`config.mk`:
```
export PLATFORM = sky130hd
export DESIGN_NAME = boot_isp_loader
export DESIGN_NICKNAME = d
export VERILOG_FILES = /design/src/boot_isp_pkg.sv /design/src/boot_isp_loader.sv
export SDC_FILE = /design/constraint.sdc
export NUM_CORES = 1
export LEC_CHECK = 0
export BUFFER_PORTS_ARGS = -buffer_cell sky130_fd_sc_hd__buf_4
export CAP_MARGIN = 40
export CORE_ASPECT_RATIO = 1.5
export CORE_MARGIN = 2
export CORE_UTILIZATION = 25
export DETAILED_ROUTE_END_ITERATION = 12
export SYNTH_ARGS = -nofsm -noshare
export SYNTH_HDL_FRONTEND = slang
export SYNTH_SLANG_ARGS = --single-unit
```
`constraint.sdc`:
```
create_clock -name pclk -period 3 [get_ports pclk]
set_input_delay 0.3 -clock pclk [delete_from_list [all_inputs] [get_ports pclk]]
set_output_delay 0.3 -clock pclk [all_outputs]
set_load 0.02 [all_outputs]
```
`src/boot_isp_pkg.sv`:
```
// Purpose: Shared constants and types for the boot selector and serial record loader
// Assumes: APB byte addresses, 8-bit ASCII characters, 16-bit program addresses
// Notes: Register offsets and status bit positions are local choices
package boot_isp_pkg;
  // Boot addresses
  localparam logic [15:0] USER_START = 16'h0000;
  localparam logic [15:0] BOOT_ENTRY = 16'hfc03;
  localparam logic [15:0] LOADER_BASE = 16'hfc00;
  localparam logic [15:0] LOADER_TOP = 16'hffff;
  localparam logic [7:0] LOW_BYTE_ZERO = 8'h00;
  // Register offsets
  localparam logic [7:0] OFS_SEC = 8'h00;
  localparam logic [7:0] OFS_BSTAT = 8'h04;
  localparam logic [7:0] OFS_VEC = 8'h08;
  localparam logic [7:0] OFS_LOCK = 8'h0c;
  localparam logic [7:0] OFS_STATUS = 8'h10;
  // Reset values and fields
  localparam logic [7:0] SEC_RESET = 8'h18;
  localparam int JUMP_BIT = 0;
  localparam logic [7:0] BSTAT_RESET = 8'hff;
  localparam logic [7:0] BSTAT_BUSY = 8'hff;
  localparam logic [7:0] BSTAT_DONE = 8'h00;
  localparam logic [7:0] VEC_RESET = 8'hfc;
  localparam logic LOCK_RESET = 1'b1;
  localparam int ST_BAUD_BIT = 16;
  localparam int ST_FAIL_BIT = 17;
  localparam int ST_BOOT_BIT = 18;
  // Characters
  localparam logic [7:0] CH_U = 8'h55;
  localparam logic [7:0] CH_COLON = 8'h3a;
  localparam logic [7:0] CH_CR = 8'h0d;
  localparam logic [7:0] CH_LF = 8'h0a;
  localparam logic [7:0] CH_DOT = 8'h2e;
  localparam logic [7:0] CH_X = 8'h58;
  localparam logic [7:0] CH_R = 8'h52;
  // Records
  localparam logic [7:0] REC_DATA = 8'h00;
  localparam logic [7:0] REC_EOF = 8'h01;
  localparam logic [7:0] REC_OSC = 8'h02;
  localparam logic [7:0] MAX_DATA = 8'h10;
  localparam logic [4:0] HDR_BYTES = 5'h04;
  // Serial framing
  localparam logic [3:0] RX_STOP_BIT = 4'h9;
  localparam logic [3:0] TX_BITS = 4'ha;
  typedef enum logic [1:0] {AB_IDLE, AB_MEAS, AB_SKIP, AB_DONE} baud_e;
  typedef enum logic [2:0] {P_COLON, P_HEX, P_EOL, P_EXEC, P_PROG} parse_e;
endpackage

```
`src/boot_isp_loader.sv`:
```
// Functional notes
// - At reset release without strap, jump bit set starts 0000h, else FC03h.
// - From boot entry, zero boot status byte sends execution to 0000h.
// - Nonzero status byte starts at software boot vector high, 00h low.
// - Software boot vector resets to FCh, giving loader entry FC00h.
// - Loader region FC00h-FFFFh is top kilobyte and can be locked.
// - Strap store-strobe low, access high, latch high forces loader at FC00h.
// - Status byte set before programming, cleared only after successful completion.
// - First character U measures one bit time to set the baud divider.
// - Every received character is echoed back.
// - After baud lock only colon-prefixed hex records ending CR LF accepted; code waits only for LF, CR is not checked.
// - Record data count at most 16, all counts to 16 supported.
// - Record buffered and checksum compared before anything executes.
// - Checksum mismatch answers X and skips the record.
// - Correctly executed record answers with a period.
// - Data record programs bytes consecutively from record address.
// - Data record answers period only if all bytes programmed, else R.
// - End-of-file record checked, no operation, count and address ignored; code answers X when the count is above 16.
// - Oscillator record accepted with one don't-care byte and ignored.
//
// Purpose: Boot address selection at reset release and serial hex record loader
// Assumes: Inputs synchronous to pclk; program port answers each request with prog_done
// Notes: Boot bytes live in flops here, so they return to defaults on every reset
`timescale 1ns/10ps
module boot_isp_loader #(
  parameter int BAUD_W = 16
) (
  // Clock and reset
  input wire logic pclk,
  input wire logic presetn,
  // APB slave
  input wire logic psel,
  input wire logic penable,
  input wire logic pwrite,
  input wire logic [7:0] paddr,
  input wire logic [31:0] pwdata,
  output logic [31:0] prdata,
  output logic pready,
  output logic pslverr,
  // Reset straps
  input wire logic program_store_strobe_n,
  input wire logic external_access_pin,
  input wire logic addr_latch_strobe,
  // Boot result
  output logic boot_valid,
  output logic [15:0] boot_entry_addr,
  output logic [15:0] boot_start_addr,
  // Serial line
  input wire logic rxd,
  output logic txd,
  // Program memory write port
  output logic prog_req,
  output logic [15:0] prog_addr,
  output logic [7:0] prog_wdata,
  input wire logic prog_done,
  input wire logic prog_err
);

  typedef struct packed {
    logic [7:0] sec;
    logic [7:0] bstat;
    logic [7:0] vec;
    logic lock;
    logic boot_valid;
    logic strap_cap;
    logic jump_cap;
    logic [7:0] bstat_cap;
    logic [7:0] vec_cap;
    logic [15:0] entry;
    logic [15:0] start;
    boot_isp_pkg::baud_e ab;
    logic [BAUD_W-1:0] bit_cycles;
    logic [BAUD_W-1:0] ab_cnt;
    logic rx_busy;
    logic [BAUD_W-1:0] rx_cnt;
    logic [3:0] rx_bit;
    logic [7:0] rx_sh;
    logic tx_busy;
    logic [BAUD_W-1:0] tx_cnt;
    logic [3:0] tx_bit;
    logic [9:0] tx_sh;
    logic txd;
    logic echo_pend;
    logic [7:0] echo_ch;
    logic rep_pend;
    logic [7:0] rep_ch;
    boot_isp_pkg::parse_e st;
    logic nib_lo;
    logic [3:0] nib_hi;
    logic [4:0] idx;
    logic [7:0] cnt;
    logic too_long;
    logic [15:0] addr;
    logic [7:0] rtype;
    logic [7:0] sum;
    logic [15:0][7:0] buffer;
    logic [3:0] pidx;
    logic rec_fail;
    logic upd_active;
    logic upd_fail;
  } state_s;

  state_s state_reg;
  state_s state_next;

  // Returns {valid, nibble} for an ASCII hex digit
  function automatic logic [4:0] hex_val(input logic [7:0] c);
    logic [4:0] v;
    v = 5'h00;
    if (c >= 8'h30 && c <= 8'h39) begin
      v = {1'b1, c[3:0]};
    end else if ((c >= 8'h41 && c <= 8'h46) || (c >= 8'h61 && c <= 8'h66)) begin
      v = {1'b1, c[3:0] + 4'h9};
    end
    return v;
  endfunction

  function automatic logic in_loader(input logic [15:0] a);
    return a >= boot_isp_pkg::LOADER_BASE && a <= boot_isp_pkg::LOADER_TOP;
  endfunction

  logic apb_wr;
  logic rx_done;
  logic [4:0] hv;
  logic [7:0] rx_byte;
  logic [15:0] pa;
  logic blocked;

  localparam logic [3:0] TX_LAST = boot_isp_pkg::TX_BITS - 4'h1;

  assign apb_wr = psel && penable && pwrite;
  assign pready = 1'b1;
  assign pa = state_reg.addr + {12'h000, state_reg.pidx};
  assign blocked = state_reg.lock && in_loader(pa);

  always_comb begin
    pslverr = 1'b0;
    prdata = 32'h0000_0000;
    case (paddr)
      boot_isp_pkg::OFS_SEC: prdata = {24'h000000, state_reg.sec};
      boot_isp_pkg::OFS_BSTAT: prdata = {24'h000000, state_reg.bstat};
      boot_isp_pkg::OFS_VEC: prdata = {24'h000000, state_reg.vec};
      boot_isp_pkg::OFS_LOCK: prdata = {31'h0000_0000, state_reg.lock};
      boot_isp_pkg::OFS_STATUS: begin
        prdata[15:0] = state_reg.start;
        prdata[boot_isp_pkg::ST_BAUD_BIT] = state_reg.ab == boot_isp_pkg::AB_DONE;
        prdata[boot_isp_pkg::ST_FAIL_BIT] = state_reg.upd_fail;
        prdata[boot_isp_pkg::ST_BOOT_BIT] = state_reg.boot_valid;
      end
      default: pslverr = psel && penable;
    endcase
  end

  always_comb begin
    state_next = state_reg;
    rx_done = 1'b0;
    rx_byte = state_reg.rx_sh;
    hv = 5'h00;

    // Register writes; hardware updates further down take priority
    if (apb_wr) begin
      case (paddr)
        boot_isp_pkg::OFS_SEC: state_next.sec = pwdata[7:0];
        boot_isp_pkg::OFS_BSTAT: state_next.bstat = pwdata[7:0];
        boot_isp_pkg::OFS_VEC: state_next.vec = pwdata[7:0];
        boot_isp_pkg::OFS_LOCK: state_next.lock = pwdata[0];
        default: state_next.lock = state_reg.lock;
      endcase
    end

    // Boot decision taken once, in the first cycle after reset release
    if (!state_reg.boot_valid) begin
      state_next.boot_valid = 1'b1;
      state_next.strap_cap = !program_store_strobe_n && external_access_pin
                             && addr_latch_strobe;
      state_next.jump_cap = state_reg.sec[boot_isp_pkg::JUMP_BIT];
      state_next.bstat_cap = state_reg.bstat;
      state_next.vec_cap = state_reg.vec;
      if (state_next.strap_cap) begin
        state_next.entry = boot_isp_pkg::BOOT_ENTRY;
        state_next.start = {boot_isp_pkg::VEC_RESET, boot_isp_pkg::LOW_BYTE_ZERO};
      end else if (state_next.jump_cap) begin
        state_next.entry = boot_isp_pkg::USER_START;
        state_next.start = boot_isp_pkg::USER_START;
      end else begin
        state_next.entry = boot_isp_pkg::BOOT_ENTRY;
        if (state_reg.bstat == 8'h00) begin
          state_next.start = boot_isp_pkg::USER_START;
        end else begin
          state_next.start = {state_reg.vec, boot_isp_pkg::LOW_BYTE_ZERO};
        end
      end
    end

    // Autobaud: the low start bit of U is exactly one bit time
    case (state_reg.ab)
      boot_isp_pkg::AB_IDLE: begin
        if (!rxd) begin
          state_next.ab = boot_isp_pkg::AB_MEAS;
          state_next.ab_cnt = {{(BAUD_W-1){1'b0}}, 1'b1};
        end
      end
      boot_isp_pkg::AB_MEAS: begin
        if (rxd) begin
          state_next.bit_cycles = state_reg.ab_cnt;
          state_next.ab_cnt = '0;
          state_next.ab = boot_isp_pkg::AB_SKIP;
        end else if (state_reg.ab_cnt != '1) begin
          state_next.ab_cnt = state_reg.ab_cnt + 1'b1;
        end
      end
      boot_isp_pkg::AB_SKIP: begin
        // U alternates bits, so two idle bit times mean its stop bit has passed
        if (!rxd) begin
          state_next.ab_cnt = '0;
        end else if (state_reg.ab_cnt == {state_reg.bit_cycles[BAUD_W-2:0], 1'b0}) begin
          state_next.ab = boot_isp_pkg::AB_DONE;
          state_next.echo_pend = 1'b1;
          state_next.echo_ch = boot_isp_pkg::CH_U;
        end else begin
          state_next.ab_cnt = state_reg.ab_cnt + 1'b1;
        end
      end
      boot_isp_pkg::AB_DONE: state_next.ab = boot_isp_pkg::AB_DONE;
      default: state_next.ab = boot_isp_pkg::AB_IDLE;
    endcase

    // Receiver, sampling mid-bit at the measured rate
    if (state_reg.ab == boot_isp_pkg::AB_DONE) begin
      if (!state_reg.rx_busy) begin
        if (!rxd) begin
          state_next.rx_busy = 1'b1;
          state_next.rx_cnt = state_reg.bit_cycles >> 1;
          state_next.rx_bit = 4'h0;
        end
      end else if (state_reg.rx_cnt != '0) begin
        state_next.rx_cnt = state_reg.rx_cnt - 1'b1;
      end else begin
        state_next.rx_cnt = state_reg.bit_cycles - 1'b1;
        state_next.rx_bit = state_reg.rx_bit + 4'h1;
        if (state_reg.rx_bit == 4'h0 && rxd) begin
          state_next.rx_busy = 1'b0;
        end else if (state_reg.rx_bit == boot_isp_pkg::RX_STOP_BIT) begin
          state_next.rx_busy = 1'b0;
          rx_done = 1'b1;
        end else if (state_reg.rx_bit != 4'h0) begin
          state_next.rx_sh = {rxd, state_reg.rx_sh[7:1]};
        end
      end
    end

    // Transmitter: echo goes ahead of the answer
    if (!state_reg.tx_busy) begin
      state_next.txd = 1'b1;
      if (state_reg.echo_pend || state_reg.rep_pend) begin
        state_next.tx_busy = 1'b1;
        state_next.tx_bit = 4'h0;
        state_next.tx_cnt = state_reg.bit_cycles - 1'b1;
        state_next.txd = 1'b0;
        if (state_reg.echo_pend) begin
          state_next.echo_pend = 1'b0;
          state_next.tx_sh = {1'b1, state_reg.echo_ch, 1'b0};
        end else begin
          state_next.rep_pend = 1'b0;
          state_next.tx_sh = {1'b1, state_reg.rep_ch, 1'b0};
        end
      end
    end else if (state_reg.tx_cnt != '0) begin
      state_next.tx_cnt = state_reg.tx_cnt - 1'b1;
    end else begin
      state_next.tx_cnt = state_reg.bit_cycles - 1'b1;
      state_next.tx_sh = {1'b1, state_reg.tx_sh[9:1]};
      state_next.txd = state_reg.tx_sh[1];
      state_next.tx_bit = state_reg.tx_bit + 4'h1;
      if (state_reg.tx_bit == TX_LAST) begin
        state_next.tx_busy = 1'b0;
        state_next.txd = 1'b1;
      end
    end

    if (rx_done) begin
      // A character arriving before the last echo left overwrites it
      state_next.echo_pend = 1'b1;
      state_next.echo_ch = rx_byte;
    end

    // Record parser
    case (state_reg.st)
      boot_isp_pkg::P_COLON: begin
        if (rx_done && rx_byte == boot_isp_pkg::CH_COLON) begin
          state_next.st = boot_isp_pkg::P_HEX;
          state_next.idx = 5'h00;
          state_next.sum = 8'h00;
          state_next.nib_lo = 1'b0;
          state_next.too_long = 1'b0;
        end
      end
      boot_isp_pkg::P_HEX: begin
        if (rx_done) begin
          hv = hex_val(rx_byte);
          if (!hv[4]) begin
            state_next.st = boot_isp_pkg::P_COLON;
          end else if (!state_reg.nib_lo) begin
            state_next.nib_hi = hv[3:0];
            state_next.nib_lo = 1'b1;
          end else begin
            rx_byte = {state_reg.nib_hi, hv[3:0]};
            state_next.nib_lo = 1'b0;
            state_next.sum = state_reg.sum + rx_byte;
            state_next.idx = state_reg.idx + 5'h01;
            case (state_reg.idx)
              5'h00: begin
                state_next.cnt = rx_byte;
                state_next.too_long = rx_byte > boot_isp_pkg::MAX_DATA;
              end
              5'h01: state_next.addr[15:8] = rx_byte;
              5'h02: state_next.addr[7:0] = rx_byte;
              5'h03: begin
                state_next.rtype = rx_byte;
                if (state_reg.cnt == 8'h00 || state_reg.too_long) begin
                  state_next.idx = boot_isp_pkg::HDR_BYTES + 5'h10;
                end
              end
              default: begin
                if (state_reg.idx < boot_isp_pkg::HDR_BYTES + 5'h10
                    && {3'h0, state_reg.idx - boot_isp_pkg::HDR_BYTES} < state_reg.cnt) begin
                  state_next.buffer[4'(state_reg.idx - boot_isp_pkg::HDR_BYTES)] = rx_byte;
                  if ({3'h0, state_next.idx - boot_isp_pkg::HDR_BYTES} == state_reg.cnt) begin
                    state_next.idx = boot_isp_pkg::HDR_BYTES + 5'h10;
                  end
                end else begin
                  state_next.st = boot_isp_pkg::P_EOL;
                end
              end
            endcase
          end
        end
      end
      boot_isp_pkg::P_EOL: begin
        if (rx_done && rx_byte == boot_isp_pkg::CH_LF) begin
          state_next.st = boot_isp_pkg::P_EXEC;
        end else if (rx_done && rx_byte == boot_isp_pkg::CH_COLON) begin
          state_next.st = boot_isp_pkg::P_COLON;
        end
      end
      boot_isp_pkg::P_EXEC: begin
        state_next.st = boot_isp_pkg::P_COLON;
        state_next.rep_pend = 1'b1;
        state_next.rep_ch = boot_isp_pkg::CH_DOT;
        if (state_reg.sum != 8'h00 || state_reg.too_long) begin
          state_next.rep_ch = boot_isp_pkg::CH_X;
        end else begin
          case (state_reg.rtype)
            boot_isp_pkg::REC_DATA: begin
              if (state_reg.cnt != 8'h00) begin
                state_next.rep_pend = 1'b0;
                state_next.st = boot_isp_pkg::P_PROG;
                state_next.pidx = 4'h0;
                state_next.rec_fail = 1'b0;
                if (!state_reg.upd_active) begin
                  state_next.upd_active = 1'b1;
                  state_next.upd_fail = 1'b0;
                  state_next.bstat = boot_isp_pkg::BSTAT_BUSY;
                end
              end
            end
            boot_isp_pkg::REC_EOF: begin
              state_next.upd_active = 1'b0;
              if (state_reg.upd_active && !state_reg.upd_fail) begin
                state_next.bstat = boot_isp_pkg::BSTAT_DONE;
              end
            end
            boot_isp_pkg::REC_OSC: state_next.rep_ch = boot_isp_pkg::CH_DOT;
            default: state_next.rep_ch = boot_isp_pkg::CH_X;
          endcase
        end
      end
      boot_isp_pkg::P_PROG: begin
        if (blocked || prog_done) begin
          state_next.rec_fail = state_reg.rec_fail || blocked || prog_err;
          state_next.pidx = state_reg.pidx + 4'h1;
          if ({4'h0, state_reg.pidx} + 8'h01 == state_reg.cnt) begin
            state_next.st = boot_isp_pkg::P_COLON;
            state_next.rep_pend = 1'b1;
            if (state_next.rec_fail) begin
              state_next.rep_ch = boot_isp_pkg::CH_R;
              state_next.upd_fail = 1'b1;
            end else begin
              state_next.rep_ch = boot_isp_pkg::CH_DOT;
            end
          end
        end
      end
      default: state_next.st = boot_isp_pkg::P_COLON;
    endcase
  end

  always_ff @(posedge pclk or negedge presetn) begin
    if (!presetn) begin
      state_reg <= '0;
      state_reg.sec <= boot_isp_pkg::SEC_RESET;
      state_reg.bstat <= boot_isp_pkg::BSTAT_RESET;
      state_reg.vec <= boot_isp_pkg::VEC_RESET;
      state_reg.lock <= boot_isp_pkg::LOCK_RESET;
      state_reg.txd <= 1'b1;
      state_reg.ab <= boot_isp_pkg::AB_IDLE;
      state_reg.st <= boot_isp_pkg::P_COLON;
    end else begin
      state_reg <= state_next;
    end
  end

  assign boot_valid = state_reg.boot_valid;
  assign boot_entry_addr = state_reg.entry;
  assign boot_start_addr = state_reg.start;
  assign txd = state_reg.txd;
  assign prog_req = state_reg.st == boot_isp_pkg::P_PROG && !blocked;
  assign prog_addr = pa;
  assign prog_wdata = state_reg.buffer[state_reg.pidx];
endmodule

```
==> results by group <==
Timing
  – Slew HR: 0.421
  – Worst-margin pin slew: 0.869 ns
  – Max-slew violations: 0
  – Hold slack: 0.0251 ns
  – Peak Freq: 0.327 GHz
  – Setup Total Neg Slack: -0.294 ns
  – Final setup margin: -0.0598 ns
  – Final setup violation count: 9
  – RSZ-0062 raised after global routing: yes
  – Period minus WS final: 3.06 ns
  – Hold Fails Final Rpt: 0
  – Period utilization: 1.02
  – Clock skew: 0.0377 ns

Place
  – Hpwl dp: 35300 microns
  – GP Congestion: 0.905
  – Port Buffers: 89
  – Pre-CTS setup slack: 0.0655 ns

Finish
  – Diode count: 0
  – Share of layout cells above drive strength 1: 0.263
  – Nets: 1886
  – Core Util, Final: 0.303
  – Fillcell total: 7342
  – Area growth syn-to-layout: 19.8%
  – Number of flip-flops in the largest register: 321

Clocking
  – CTS tree: built
  – Insertion delay to the later sink of the worst-skew pair: 0.56 ns
  – CTS buffer count: 37
  – CTS root buf: clkbuf_16
  – Clock Sinks: 332
  – Clock-pin slew on the worst setup and hold paths: 0.06 ns
  – H-tree levels: 2
  – CTS Buffer Depth: 3

Job
  – Max-Cap Viols: 0

Drt
  – Vias after detailed routing: 13600
  – DR pass1 iterations: 5
  – Avg WL per Cell: 17.8 microns
  – # DRC: 0
  – Final wirelength: 48800 microns
  – Antenna viol nets, final: 0
  – Initial drt markers: 669
  – Vias per inst: 4.97

Yosys
  – Mux contribution to synthesized area: 0.190
  – Synth warn: 0
  – Synth Area in Adders: 0.0335
  – Top cells by area, synth: dfrtp_1 43%, mux2_2 7.2%, mux2_1 5.3%, mux4_2 5.0%, ha_1 3.1%
  – Mapped Area: 0.0184 sq mm
  – Top cells by count, synth: 314 x dfrtp_1, 117 x mux2_2, 99 x nor2_1, 86 x mux2_1, 86 x nand2_1
  – Post-synth EDFFs: 0
  – Ys flop type: dfrtp_1
  – Number of synthesized register bits: 332
  – Post-synth top area share: 0.428
  – Post-synth top area cell: dfrtp_1
  – Main combinational cell family by area after synthesis: multiplexers
  – Yosys cell types: 86
  – Post-Synth XOR/XNOR Area: 0.0322
  – Fraction of the mapped netlist area in compound gates: 0.113
  – Gate count after technology mapping: 1657
  – Sequential share of the synthesized area: 0.454
  – Avg Inst Size Synth: 11.1 sq um
  – Simple-gate share of the synthesized area: 0.128
  – Asr flop ratio synth: 1.00
  – Count leader, synth: dfrtp_1

Critical path
  – WP data required: 2.70 ns
  – Startpoint types: flop
  – Delay-heaviest family, CP: compound AO/OA/AOI/OAI gates
  – Critical-path top delay cell: dfrtp_2
  – Max incr delay on CP: 0.43 ns
  – Setup CP Type: reg2out
  – WP data arrival: 2.76 ns
  – Worst Path Buf+Inv: 2
  – CP endpoint kind: output port
  – Crit path max fanout: 3
  – Most repeated library cell on the critical path: buf_6
  – CP cell instances: buf_6 > ha_4 > fa_2 > a211oi_4 > nor4bb_4 > xnor2_2 > o31a_1 > buf_6

Min path
  – HP Class: in2reg

Power and ir drop
  – Sequential Power Share: 0.476
  – Worst ir drop on vdd: 0.362 mV
  – Pwr/cell area: 431 mW/mm^2
  – Comb power frac: 0.029
  – Clock share of power: 0.495
  – Switching share of power: 0.222
  – Sw power: 2.10 mW
  – Pint: 7.37 mW
  – P_leak: 10.1 nW
  – Pwr Total: 9.48 mW

Global route
  – Largest net degree at the start of global routing: 93
  – Total GRT Usage: 0.128
  – First-pass GRT wire length: 77700 microns
  – Top Usage Layer GRT: met2
  – Global-route track usage on met3: 0.0164
  – GR Overflow Total: 0
  – Initial antenna violation count: 0
  – M1 GR Usage: 0.148
  – Number of global-route vias before repair: 14000
  – M2 GR Usage: 0.237

Status
  – Status: finished with violations
  – Failing checks: setup timing

Die
  – I/O pins: 144
  – Core area: 0.0727 sq mm
  – Initial core utilization: 0.253
  – Die Footprint: 0.0757 sq mm
  – Rows: 121
  – Die X: 225 microns
  – Die Y: 336 microns
layer usage:
| metal | vias up | routed length [microns] |
|---|---|---|
| li1 | 6271 | - |
| met1 | 6901 | 19100 |
| met2 | 306 | 26100 |
| met3 | 107 | 1640 |
| met4 | 0 | 1940 |
| met5 | - | 0 |
kinds of logic after synthesis:
group                    count (synthesis)
other                                    2
buffers and inverters                  190
AO/OA/AOI/OAI                          321
flip-flops                             332
multiplexers                           272
AND/OR/NAND/NOR                        426
XOR/XNOR                                66
adder cells (fa/ha/maj)                 48
worst reg2reg max path, stage by stage (launching register included):
cell and delay [ns]:
dfrtp_1 0.37, or4b_2 0.68, o32ai_1 0.30, a32o_2 0.20, ha_1 0.27, nand3_1 0.10, o211ai_1 0.13, o41ai_2 0.25
xor2_1 0.12, or3_1 0.31, nand3_1 0.09
layout by cell type (no fill, tap or decap), drive strengths merged, types with 6 or more instances in the layout:
| cell | Yosys | routed |
|---|---|---|
| dfrtp | 314 | 314 |
| mux2 | 203 | 203 |
| buf | 53 | 199 |
| nor2 | 99 | 99 |
| o21ai | 91 | 91 |
| nand2 | 86 | 86 |
| a21oi | 82 | 82 |
| inv | 51 | 53 |
| clkbuf | 85 | 53 |
| nand3 | 47 | 47 |
| ha | 46 | 46 |
| xnor2 | 45 | 45 |
| mux4 | 41 | 41 |
| conb | 2 | 31 |
| mux2i | 28 | 28 |
| nand4 | 28 | 28 |
| nor3 | 26 | 26 |
| nor4 | 23 | 23 |
| o31ai | 22 | 22 |
| nor2b | 21 | 21 |
| xor2 | 20 | 20 |
| dfstp | 18 | 18 |
| or3 | 13 | 13 |
| or4 | 12 | 12 |
| and2 | 12 | 12 |
| o211ai | 12 | 12 |
| a31oi | 11 | 11 |
| a22o | 11 | 11 |
| nand2b | 10 | 10 |
| a21o | 9 | 9 |
| and3 | 8 | 8 |
| nor3b | 8 | 8 |
| nand4b | 6 | 6 |
what timing repair did:
action	4_1_cts	5_1_grt
setup endpoints to repair	18	53
gates resized for setup	14	20
pin swaps	5	8
hold buffers	1	0
cloned	0	0
hold endpoints to repair	79	0
buffers inserted	4	4
power by group through the flow:
stage | sequential (mW) | clock (mW) | combinational, mW
floorplan | 4.59 | 0 | 0.146
global placement | 4.59 | 0 | 0.280
detailed placement | 4.59 | 0 | 0.285
CTS | 4.51 | 4.79 | 0.287
global route | 4.51 | 4.99 | 0.315
finish | 4.51 | 4.69 | 0.280
worst paths after layout:
kind	end	cells past startpoint	start	slack (ns)
min in group asynchronous	state_reg[251]	2	presetn	0.37
hold / removal	state_reg[375]	2	pwdata[5]	0.03
hold reg to reg	state_reg[217]	1	state_reg[217]	0.48
setup / recovery	prog_req	8	state_reg[3]	-0.06
setup reg to reg	state_reg[142]	10	state_reg[246]	0.09
max in group asynchronous	state_reg[363]	3	presetn	1.71
cell type report:
cell class                      instances  area (sq um)  area share
Inverter                               52           195     0.00888
Clock inverter                         10           208     0.00945
Timing Repair Buffer                  200          1650      0.0750
Sequential cell                       332          8330       0.379
Clock buffer                           53          1050      0.0476
Tap cell                              922          1150      0.0525
Multi-Input combinational cell       1164          9410       0.428
through the flow:
stage / std cells / cell area [sq um]
after floorplan: 1686 / 18500
after global placement: 2658 / 20500
after detailed placement: 2661 / 20500
after CTS: 2729 / 21900
after global routing: 2733 / 22000
final: 2733 / 22000
(Power assumes the default switching activity.)
